`config.mk`:
```
export PLATFORM = sky130hd
export DESIGN_NAME = dac_supply_reset_and_recall
export DESIGN_NICKNAME = d
export VERILOG_FILES = /design/src/rtl/dac_rst_pkg.sv /design/src/rtl/i2c_evt_if.sv /design/src/rtl/dac_supply_reset_and_recall.sv /design/src/rtl/i2c_target_rx.sv /design/src/rtl/pin_sync.sv
export SDC_FILE = /design/constraint.sdc
export NUM_CORES = 1
export LEC_CHECK = 0
export BUFFER_PORTS_ARGS = -buffer_cell sky130_fd_sc_hd__buf_4
export CORE_MARGIN = 3
export CORE_UTILIZATION = 40
export CTS_BUF_LIST = sky130_fd_sc_hd__clkbuf_8
export DETAILED_ROUTE_END_ITERATION = 8
export HOLD_SLACK_MARGIN = 0.06
export PLACE_DENSITY = 0.63
export SYNTH_ARGS = -nofsm -noshare
export SYNTH_HDL_FRONTEND = slang
export SYNTH_HIERARCHICAL = 1
export SYNTH_SLANG_ARGS = --single-unit
```
`constraint.sdc`:
```
create_clock -name mclk_i -period 2.1 [get_ports mclk_i]
set_input_delay 0.21 -clock mclk_i [delete_from_list [all_inputs] [get_ports mclk_i]]
set_output_delay 0.21 -clock mclk_i [all_outputs]
set_load 0.01 [all_outputs]
```
`src/rtl/dac_rst_pkg.sv`:
```
// Shared constants of the supply reset, recall and serial write block.
// Assumes a single 250 MHz core clock; all pins are asynchronous to it.
package dac_rst_pkg;
    // Core clock period in picoseconds
    localparam int CLK_PERIOD_PS = 4000;
    // Reset delay after a rising-supply reset, in nanoseconds
    localparam int RESET_DELAY_NS = 50000;
    localparam int RESET_DELAY_CYC = (RESET_DELAY_NS * 1000 + CLK_PERIOD_PS - 1) / CLK_PERIOD_PS;

    // Power-down select encodings and their output loads
    localparam logic [1:0] PD_NORMAL = 2'h0;
    localparam logic [1:0] PD_LOAD_1K = 2'h1;
    localparam logic [1:0] PD_LOAD_125K = 2'h2;
    localparam logic [1:0] PD_LOAD_640K = 2'h3;

    // Reference source select encodings
    localparam logic [1:0] VREF_SUPPLY = 2'h0;
    localparam logic [1:0] VREF_PIN_UNBUF = 2'h2;
    localparam logic [1:0] VREF_PIN_BUF = 2'h3;
    localparam int VREF_PIN_BIT = 1;

    // Serial framing
    localparam logic [3:0] BITS_PER_BYTE = 4'h8;
    localparam logic [7:0] GCALL_ADDR = 8'h00;
    localparam logic [7:0] GCALL_RESET_CMD = 8'h06;
    localparam logic [6:0] DEF_DEV_ADDR = 7'h60;
    localparam logic [1:0] IDX_ADDR = 2'h0;
    localparam logic [1:0] IDX_FIRST = 2'h1;
    localparam logic [1:0] IDX_LAST = 2'h2;

    // Write frame layout: first data byte holds power-down and code top nibble
    localparam int FULL_CODE_W = 12;
    localparam int WR_PD_HI = 5;
    localparam int WR_PD_LO = 4;
    localparam int WR_CODE_HI = 3;

    // Pin synchroniser lanes
    localparam int SYNC_SUPPLY = 0;
    localparam int SYNC_SCL = 1;
    localparam int SYNC_SDA = 2;
    localparam int SYNC_LANES = 3;
endpackage

```
`src/rtl/i2c_evt_if.sv`:
```
// Byte events from the serial receiver to the reset and recall core.
// Assumes both ends run on the same core clock.
`timescale 1ns/1ps
interface i2c_evt_if;
    logic [7:0] byte_data;
    logic [1:0] byte_idx;
    logic byte_done;
    logic is_gcall;
    logic drive_low;

    modport rx
    (
        output byte_data,
        output byte_idx,
        output byte_done,
        output is_gcall,
        output drive_low
    );
    modport core
    (
        input byte_data,
        input byte_idx,
        input byte_done,
        input is_gcall,
        input drive_low
    );
endinterface

```
`src/rtl/dac_supply_reset_and_recall.sv`:
```
// Supply reset, nonvolatile recall, brown-out clamp and serial DAC code write.
// Assumes a supply comparator level, scl and sda pins, and nonvolatile copies on ports.
//
// Contract
// - Rising supply recalls stored code
// - Rising supply recalls stored configuration bits
// - Rising supply sets reset status flag
// - Serial port shut until reset delay ends
// - Output follows volatile bits and code only
// - Falling supply forces power-down select eleven
// - Falling supply clears volatile code
// - Falling supply clears reference and gain bits
// - Target only; clock only ever input
// - Sample on rise, drive after fall
// - Data pin open-drain pull-down only
// - Power-down picks one of three loads
// - Supply reference disconnects reference pin
// - Reference pin offers buffered or unbuffered path
// - Gain one or two from multiplier bit
// - Supply reference forces unity gain
// - Code latched at final acknowledge fall
// - General call reset recalls stored settings
`timescale 1ns/1ps
module dac_supply_reset_and_recall #(
    parameter int CODE_W = 12,
    parameter int RESET_DELAY_CYCLES = dac_rst_pkg::RESET_DELAY_CYC,
    parameter logic [6:0] DEV_ADDR = dac_rst_pkg::DEF_DEV_ADDR
)
(
    input wire logic mclk_i,
    input wire logic rstn_i,
    input wire logic supply_ok_i,
    input wire logic scl_i,
    input wire logic sda_i,
    output logic sda_o,
    output logic sda_oe_n_o,
    input wire logic [CODE_W-1:0] nv_code_i,
    input wire logic [1:0] nv_power_down_select_i,
    input wire logic [1:0] nv_reference_source_select_i,
    input wire logic nv_output_multiplier_bit_i,
    input wire logic por_flag_clr_i,
    output logic por_flag_o,
    output logic bus_ready_o,
    output logic [CODE_W-1:0] ladder_code_o,
    output logic [1:0] power_down_select_o,
    output logic [1:0] reference_source_select_o,
    output logic output_multiplier_bit_o,
    output logic amp_enable_o,
    output logic [1:0] pulldown_load_o,
    output logic ref_pin_connect_o,
    output logic ref_buffer_en_o,
    output logic gain_two_o
);
    import dac_rst_pkg::*;

    localparam int TW = $clog2(RESET_DELAY_CYCLES + 1);

    // Refused at elaboration; only the three ladder widths are decoded
    generate
        if (!(CODE_W == 8 || CODE_W == 10 || CODE_W == 12))
        begin : g_bad_width
            $error("CODE_W must be 8, 10 or 12");
        end
        if (RESET_DELAY_CYCLES < 1)
        begin : g_bad_delay
            $error("RESET_DELAY_CYCLES must be at least one");
        end
    endgenerate

    logic [SYNC_LANES-1:0] pins_s;
    logic sup_d_reg;
    logic [CODE_W-1:0] code_reg, code_next;
    logic [1:0] pd_reg, pd_next, vref_reg, vref_next;
    logic gain_reg, gain_next;
    logic por_flag_reg, por_flag_next;
    logic [TW-1:0] timer_reg, timer_next;
    logic bus_ready_reg, bus_ready_next;
    logic [7:0] wr_byte1_reg;
    logic sda_oe_n_reg, sda_low_reg;
    logic amp_en_reg, ref_conn_reg, ref_buf_reg, gain2_reg;
    logic [1:0] load_reg;

    i2c_evt_if evt();

    pin_sync #(
        .W(SYNC_LANES)
    ) u_sync (
        .mclk_i(mclk_i),
        .rstn_i(rstn_i),
        .async_i({sda_i, scl_i, supply_ok_i}),
        .sync_o(pins_s)
    );

    i2c_target_rx #(
        .DEV_ADDR(DEV_ADDR)
    ) u_rx (
        .mclk_i(mclk_i),
        .rstn_i(rstn_i),
        .scl_i(pins_s[SYNC_SCL]),
        .sda_i(pins_s[SYNC_SDA]),
        .enable_i(bus_ready_reg),
        .evt(evt.rx)
    );

    wire sup_s = pins_s[SYNC_SUPPLY];
    wire por_evt = sup_s & ~sup_d_reg;
    wire bor_evt = ~sup_s & sup_d_reg;
    wire gcall_reload = evt.byte_done && evt.is_gcall && (evt.byte_idx == IDX_FIRST)
        && (evt.byte_data == GCALL_RESET_CMD);
    wire wr_commit = evt.byte_done && !evt.is_gcall && (evt.byte_idx == IDX_LAST);
    wire [FULL_CODE_W-1:0] wr_full = {wr_byte1_reg[WR_CODE_HI:0], evt.byte_data};
    wire [CODE_W-1:0] wr_code = wr_full[FULL_CODE_W-1 -: CODE_W];
    wire [1:0] wr_pd = wr_byte1_reg[WR_PD_HI:WR_PD_LO];
    wire timer_done = (timer_reg == '0);
    wire pin_ref = vref_reg[VREF_PIN_BIT];
    wire powered = (pd_reg == PD_NORMAL);

    // Brown-out outranks recall, recall outranks a serial write
    always_comb
    begin
        code_next = code_reg;
        pd_next = pd_reg;
        vref_next = vref_reg;
        gain_next = gain_reg;
        timer_next = timer_done ? timer_reg : timer_reg - 1'b1;
        bus_ready_next = bus_ready_reg;
        if (bor_evt)
        begin
            pd_next = PD_LOAD_640K;
            code_next = '0;
            vref_next = VREF_SUPPLY;
            gain_next = 1'b0;
            bus_ready_next = 1'b0;
            timer_next = '0;
        end
        else if (por_evt || gcall_reload)
        begin
            code_next = nv_code_i;
            pd_next = nv_power_down_select_i;
            vref_next = nv_reference_source_select_i;
            gain_next = nv_output_multiplier_bit_i;
            if (por_evt)
            begin
                timer_next = TW'(RESET_DELAY_CYCLES);
                bus_ready_next = 1'b0;
            end
        end
        else
        begin
            if (wr_commit)
            begin
                code_next = wr_code;
                pd_next = wr_pd;
            end
            if (sup_s && timer_done && !bus_ready_reg)
                bus_ready_next = 1'b1;
        end
    end

    // Set wins over a coincident clear
    assign por_flag_next = por_evt | (por_flag_reg & ~por_flag_clr_i);

    always_ff @(posedge mclk_i or negedge rstn_i)
    begin
        if (!rstn_i)
        begin
            sup_d_reg <= 1'b0;
            code_reg <= '0;
            pd_reg <= PD_LOAD_640K;
            vref_reg <= VREF_SUPPLY;
            gain_reg <= 1'b0;
            por_flag_reg <= 1'b0;
            timer_reg <= '0;
            bus_ready_reg <= 1'b0;
        end
        else
        begin
            sup_d_reg <= sup_s;
            code_reg <= code_next;
            pd_reg <= pd_next;
            vref_reg <= vref_next;
            gain_reg <= gain_next;
            por_flag_reg <= por_flag_next;
            timer_reg <= timer_next;
            bus_ready_reg <= bus_ready_next;
        end
    end

    always_ff @(posedge mclk_i or negedge rstn_i)
    begin
        if (!rstn_i)
            wr_byte1_reg <= 8'h00;
        else if (evt.byte_done && evt.byte_idx == IDX_FIRST)
            wr_byte1_reg <= evt.byte_data;
    end

    // Analog controls come only from the volatile state
    always_ff @(posedge mclk_i or negedge rstn_i)
    begin
        if (!rstn_i)
        begin
            amp_en_reg <= 1'b0;
            load_reg <= PD_LOAD_640K;
            ref_conn_reg <= 1'b0;
            ref_buf_reg <= 1'b0;
            gain2_reg <= 1'b0;
        end
        else
        begin
            amp_en_reg <= powered;
            load_reg <= pd_reg;
            ref_conn_reg <= powered & pin_ref;
            ref_buf_reg <= powered & (vref_reg == VREF_PIN_BUF);
            gain2_reg <= pin_ref & gain_reg;
        end
    end

    // Pad only ever pulls low; high is left to the external pull-up
    always_ff @(posedge mclk_i or negedge rstn_i)
    begin
        if (!rstn_i)
        begin
            sda_low_reg <= 1'b0;
            sda_oe_n_reg <= 1'b1;
        end
        else
        begin
            sda_low_reg <= 1'b0;
            sda_oe_n_reg <= ~evt.drive_low;
        end
    end

    assign sda_o = sda_low_reg;
    assign sda_oe_n_o = sda_oe_n_reg;
    assign por_flag_o = por_flag_reg;
    assign bus_ready_o = bus_ready_reg;
    assign ladder_code_o = code_reg;
    assign power_down_select_o = pd_reg;
    assign reference_source_select_o = vref_reg;
    assign output_multiplier_bit_o = gain_reg;
    assign amp_enable_o = amp_en_reg;
    assign pulldown_load_o = load_reg;
    assign ref_pin_connect_o = ref_conn_reg;
    assign ref_buffer_en_o = ref_buf_reg;
    assign gain_two_o = gain2_reg;
endmodule

```
`src/rtl/i2c_target_rx.sv`:
```
// Write-only serial target: framing, address match and acknowledge drive.
// Assumes synchronised scl and sda levels on the core clock.
`timescale 1ns/1ps
module i2c_target_rx #(
    parameter logic [6:0] DEV_ADDR = 7'h60
)
(
    input wire logic mclk_i,
    input wire logic rstn_i,
    input wire logic scl_i,
    input wire logic sda_i,
    input wire logic enable_i,
    i2c_evt_if.rx evt
);
    import dac_rst_pkg::*;

    typedef enum {RX_IDLE, RX_BITS, RX_ACK} rx_state_t;
    rx_state_t state_reg, state_next;
    logic scl_d_reg, sda_d_reg;
    logic [7:0] shift_reg, shift_next;
    logic [3:0] cnt_reg, cnt_next;
    logic [1:0] idx_reg, idx_next, done_idx_reg, done_idx_next;
    logic gcall_reg, gcall_next, drive_reg, drive_next, done_reg, done_next;

    // Clock is only ever sampled, never driven
    wire scl_rise = scl_i & ~scl_d_reg;
    wire scl_fall = ~scl_i & scl_d_reg;
    wire start_c = scl_i & scl_d_reg & sda_d_reg & ~sda_i;
    wire stop_c = scl_i & scl_d_reg & ~sda_d_reg & sda_i;
    wire byte_full = (cnt_reg == BITS_PER_BYTE);
    wire addr_hit = (shift_reg[7:1] == DEV_ADDR) && !shift_reg[0];
    wire gcall_hit = (shift_reg == GCALL_ADDR);
    wire want_ack = (idx_reg == IDX_ADDR) ? (addr_hit | gcall_hit) : 1'b1;

    always_comb
    begin
        state_next = state_reg;
        shift_next = shift_reg;
        cnt_next = cnt_reg;
        idx_next = idx_reg;
        done_idx_next = done_idx_reg;
        gcall_next = gcall_reg;
        drive_next = drive_reg;
        done_next = 1'b0;
        if (!enable_i || stop_c)
        begin
            state_next = RX_IDLE;
            drive_next = 1'b0;
        end
        else if (start_c)
        begin
            state_next = RX_BITS;
            cnt_next = 4'h0;
            idx_next = IDX_ADDR;
            drive_next = 1'b0;
        end
        else
        begin
            case (state_reg)
                RX_BITS:
                begin
                    if (scl_rise && !byte_full)
                    begin
                        shift_next = {shift_reg[6:0], sda_i};
                        cnt_next = cnt_reg + 4'h1;
                    end
                    else if (scl_fall && byte_full)
                    begin
                        if (want_ack)
                        begin
                            state_next = RX_ACK;
                            drive_next = 1'b1;
                            if (idx_reg == IDX_ADDR)
                                gcall_next = gcall_hit;
                        end
                        else
                            state_next = RX_IDLE;
                    end
                end
                RX_ACK:
                begin
                    if (scl_fall)
                    begin
                        state_next = RX_BITS;
                        drive_next = 1'b0;
                        done_next = 1'b1;
                        done_idx_next = idx_reg;
                        cnt_next = 4'h0;
                        // Saturate at 3 so over-long frames stay past the last index
                        if (idx_reg != 2'h3)
                            idx_next = idx_reg + 2'h1;
                    end
                end
                default:
                begin
                    state_next = RX_IDLE;
                end
            endcase
        end
    end

    always_ff @(posedge mclk_i or negedge rstn_i)
    begin
        if (!rstn_i)
        begin
            state_reg <= RX_IDLE;
            scl_d_reg <= 1'b0;
            sda_d_reg <= 1'b0;
            shift_reg <= 8'h00;
            cnt_reg <= 4'h0;
            idx_reg <= 2'h0;
            done_idx_reg <= 2'h0;
            gcall_reg <= 1'b0;
            drive_reg <= 1'b0;
            done_reg <= 1'b0;
        end
        else
        begin
            state_reg <= state_next;
            scl_d_reg <= scl_i;
            sda_d_reg <= sda_i;
            shift_reg <= shift_next;
            cnt_reg <= cnt_next;
            idx_reg <= idx_next;
            done_idx_reg <= done_idx_next;
            gcall_reg <= gcall_next;
            drive_reg <= drive_next;
            done_reg <= done_next;
        end
    end

    assign evt.byte_data = shift_reg;
    assign evt.byte_idx = done_idx_reg;
    assign evt.byte_done = done_reg;
    assign evt.is_gcall = gcall_reg;
    assign evt.drive_low = drive_reg;
endmodule

```
`src/rtl/pin_sync.sv`:
```
// Two-stage synchroniser, one lane per asynchronous pin.
// Assumes inputs are plain levels; stage one feeds stage two only.
`timescale 1ns/1ps
module pin_sync #(
    parameter int W = 3
)
(
    input wire logic mclk_i,
    input wire logic rstn_i,
    input wire logic [W-1:0] async_i,
    output logic [W-1:0] sync_o
);
    generate
        for (genvar g = 0; g < W; g++)
        begin : g_lane
            logic meta_reg;
            logic sync_reg;
            always_ff @(posedge mclk_i or negedge rstn_i)
            begin
                if (!rstn_i)
                begin
                    meta_reg <= 1'b0;
                    sync_reg <= 1'b0;
                end
                else
                begin
                    meta_reg <= async_i[g];
                    sync_reg <= meta_reg;
                end
            end
            assign sync_o[g] = sync_reg;
        end
    endgenerate
endmodule

```
==> results by group <==
Min path
  – Hold Path Class: in2reg
  – Hold Startpoint: nv_code_i[1]
  – Hold Crit Depth: 2
  – Hold Path Sink: ladder_code_o[1]$_DFFE_PN0P_

Run status
  – Status: complete, no violations

Drt
  – Vias/cell: 5.40
  – Detailed Routing Iterations Pass 1: 4
  – Residual DRC count: 0
  – Vias: just under 3000
  – Drt initial violations: 79
  – Final ANT Viol Nets: 0
  – Drt total wl: approximately 8100 um
  – Routed length per instance: 15.1 um

Synth
  – Syn Area/Cell: ~11 um2
  – Synthesis Warnings: 6
  – Yosys cell types: 60
  – Compound-Gate Fraction of Synth Area: 0.146
  – Seq/Total Area, Yosys: 0.528
  – Post-synthesis mux area share: 0.0488
  – Fraction of registers with async set or reset after synthesis: 1.00
  – Synth Area in XOR/XNOR: 0.00484
  – Yosys reg bits: 76
  – Syn nets: 372
  – Top FF cell, synth: dfrtp_1
  – EDFF count, synth: 0
  – Simple-gate share of the synthesized area: 0.205
  – Mapped Cells: 340
  – Post-synthesis adder-cell area fraction: 0.0311
  – Netlist Area Pre-Place: approximately 0.0036 mm2
  – Main combinational cell family by area after synthesis: simple AND/OR/NAND/NOR gates

Finish
  – Area Growth Syn to Fin: 26.9%
  – Multi-input logic area: roughly 0.0016 mm2
  – Nets: 453
  – Final Non-Filler Cells: 534
  – Diodes inserted: 0
  – Final core area utilization: 0.524
  – Final-layout fill cell count: approximately 800
  – Max reg flops: 14
  – Final Instance Area: about 0.0046 mm2
  – Sequential Area: 0.00191 mm2
  – Layout cells sized above 1: 0.291

GRT
  – First-pass GRT wire length: 13400 um
  – Vias in the first global route: 2872
  – Largest net degree at the start of global routing: 41
  – Total global routing overflow: 0
  – Initial antenna violation count: 0
  – GRT Total Usage: 0.165

Power
  – Pwr dens: approximately 800 mW/mm2
  – Int Pwr: around 2.7 mW
  – P_leak: between 2 and 2.5 nW
  – Sequential share of power: 0.467
  – Comb power frac: 0.178
  – Psw: 1.01 mW
  – Worst VDD drop: roughly 0.32 mV
  – Clock share of power: 0.355
  – Switching share of power: 0.272
  – Design Power: 3.71 mW

CTS
  – Root Buffer: clkbuf_8
  – Clock sink total: 76
  – H-tree Lvls: 3
  – CTS Buf Count: 9
  – Worst-skew pair later-pin latency: roughly 0.34 ns
  – Clock Tree Buf Depth: 2
  – CTS clk-pin slew, worst paths: around 0.080 ns
  – CTS tree: built

Timing
  – Final critical-path required period: 2.03 ns
  – Fmax: slightly below 500 MHz
  – Worst hold slack: just over 0.09 ns
  – Fin crit share: 0.965
  – Final Hold Vio Count: 0
  – Final setup margin: approximately 0.074 ns
  – RSZ-0062 raised after global routing: true
  – Final setup skew: 0.00872 ns
  – Final setup viols: 0
  – Worst slew margin: 0.621
  – Fin Setup TNS: 0 ns
  – Fin. max-slew vios: 0
  – Worst-margin pin slew: around 0.56 ns

Place
  – IO buf count: between 40 and 50
  – HPWL Detailed: between 5000 and 6000 um
  – Placed Cells: 511
  – Final GP Congestion: around 0.82
  – Post-DP Area: 0.00426 mm2
  – Post-Place Worst Slack: about 0.042 ns

Critical path
  – CP Capture Type: flip-flop
  – Worst Reg2Reg Path Length in Cells: 7
  – Setup crit start kind: flip-flop
  – CP max FO: 4
  – Critical path buffer and inverter count: 1
  – Max stage delay on crit path: 0.46 ns
  – Cell family with most CP delay: simple AND/OR/NAND/NOR gates
  – Worst reg-to-reg setup slack: between 0.07 and 0.08 ns
  – Critical-path top delay cell: or4_1
  – WS Path Type: reg2reg
  – R2R Path Start: u_rx/cnt_reg[1]$_DFFE_PN0P_
  – FF-to-FF End: u_rx/cnt_reg[3]$_DFFE_PN0P_
  – Crit path DAT: between 2 and 2.5 ns
  – Worst-path cell chain: inv_1 -> ha_1 -> and3b_1 -> or4_1 -> a21o_1 -> or3_1 -> a21oi_2
  – Critical path data required time: between 2 and 2.5 ns
  – CP startpoint: u_rx/cnt_reg[1]$_DFFE_PN0P_

Floorplan
  – Io pins: 50
  – Die W: between 100 and 150 um
  – Initial Util: 0.413
  – Area of the die: 0.0102 mm2
  – Die Y-Extent: just over 100 um
  – CORE AREA: between 0.008 and 0.009 mm2
  – # rows: 34

Run
  – Max Cap Viol: 0
cell usage after synthesis, drive strengths merged (2+ instances only):
| library cell | instances | area share |
|---|---|---|
| a211oi | 3 | 0.0062 |
| a21o | 2 | 0.0045 |
| a21oi | 24 | 0.034 |
| a221o | 8 | 0.022 |
| a31oi | 4 | 0.0069 |
| a32o | 2 | 0.0055 |
| and2 | 9 | 0.016 |
| and3 | 3 | 0.0052 |
| and3b | 3 | 0.0073 |
| buf | 6 | 0.011 |
| clkbuf | 4 | 0.0042 |
| dfrtp | 71 | 0.49 |
| dfstp | 5 | 0.036 |
| ha | 9 | 0.031 |
| inv | 18 | 0.019 |
| mux2 | 13 | 0.040 |
| mux2i | 3 | 0.0083 |
| nand2 | 35 | 0.036 |
| nand2b | 3 | 0.0052 |
| nand3 | 7 | 0.0097 |
| nand3b | 3 | 0.0062 |
| nand4 | 5 | 0.0087 |
| nand4b | 2 | 0.0048 |
| nor2 | 18 | 0.019 |
| nor2b | 2 | 0.0035 |
| nor3 | 8 | 0.011 |
| nor3b | 3 | 0.0062 |
| nor4 | 4 | 0.013 |
| nor4b | 3 | 0.011 |
| o21ai | 20 | 0.028 |
| o21bai | 2 | 0.0042 |
| o2bb2ai | 4 | 0.0097 |
| o41ai | 3 | 0.0093 |
| or2 | 2 | 0.0035 |
| or3 | 7 | 0.012 |
| or4 | 5 | 0.010 |
| or4b | 3 | 0.0093 |
timing repair:
| action | CTS | global route |
|---|---|---|
| hold buffers | 5 | 0 |
| setup buffers | 0 | 2 |
| resized for setup | 0 | 5 |
| hold endpoints to repair | 38 | 0 |
| setup endpoints to repair | 0 | 9 |
logic make-up (layout without fill, tap and decap cells):
group / Yosys count / in the layout
AND/OR/NAND/NOR: 128 / 128
AO/OA/AOI/OAI: 79 / 79
flip-flops: 76 / 76
buffers and inverters: 29 / 115
multiplexers: 16 / 16
adder cells (fa/ha/maj): 9 / 9
XOR/XNOR: 2 / 2
other: 1 / 1
power by group through the flow:
| stage | combinational [mW] | clock (mW) | sequential [mW] |
|---|---|---|---|
| 4_1_cts | 0.651 | 1.36 | 1.73 |
| 5_1_grt | 0.745 | 1.42 | 1.75 |
| 3_3_place_gp | 0.625 | 0 | 1.75 |
| 3_5_place_dp | 0.639 | 0 | 1.76 |
| 2_1_floorplan | 0.376 | 0 | 1.74 |
| 6_report | 0.662 | 1.32 | 1.73 |
cell type report:
class                   count  area share
flip-flops and latches     76       0.416
well taps                 108      0.0294
repair buffers             80       0.136
clock buffers               9      0.0270
clock inverters             7      0.0254
multi-input cells         235       0.351
inverters                  19      0.0155
routing by layer:
layer | track usage | share of wire | up-vias
met5 | 0 | 0 | -
met2 | 0.270 | 0.47 | 75
met3 | 0.0443 | 0.057 | 9
met1 | 0.214 | 0.46 | 1398
li1 | - | - | 1401
met4 | 0.0470 | 0.011 | 0
placed cells by master (no fill, tap or decap), types with 7 or more instances in the layout:
master | netlist | routed
buf_4 | 4 | 74
dfrtp_1 | 71 | 71
nand2_1 | 35 | 35
a21oi_1 | 23 | 22
o21ai_0 | 20 | 20
inv_1 | 18 | 18
nor2_1 | 18 | 18
mux2_2 | 13 | 13
and2_1 | 9 | 9
clkbuf_8 | 0 | 9
nor3_1 | 8 | 8
a221o_1 | 8 | 8
ha_1 | 9 | 8
nand3_1 | 7 | 7
how the worst max path moves through the flow:
stage / cells after the start / to
floorplan: 7 / u_rx/cnt_reg[3]$_DFFE_PN0P_
global placement: 7 / u_rx/cnt_reg[3]$_DFFE_PN0P_
detailed placement: 7 / u_rx/cnt_reg[3]$_DFFE_PN0P_
CTS: 7 / u_rx/cnt_reg[3]$_DFFE_PN0P_
global route: 7 / u_rx/cnt_reg[3]$_DFFE_PN0P_
finish: 7 / u_rx/cnt_reg[3]$_DFFE_PN0P_
No activity file was read; power rests on OpenSTA's default activity.
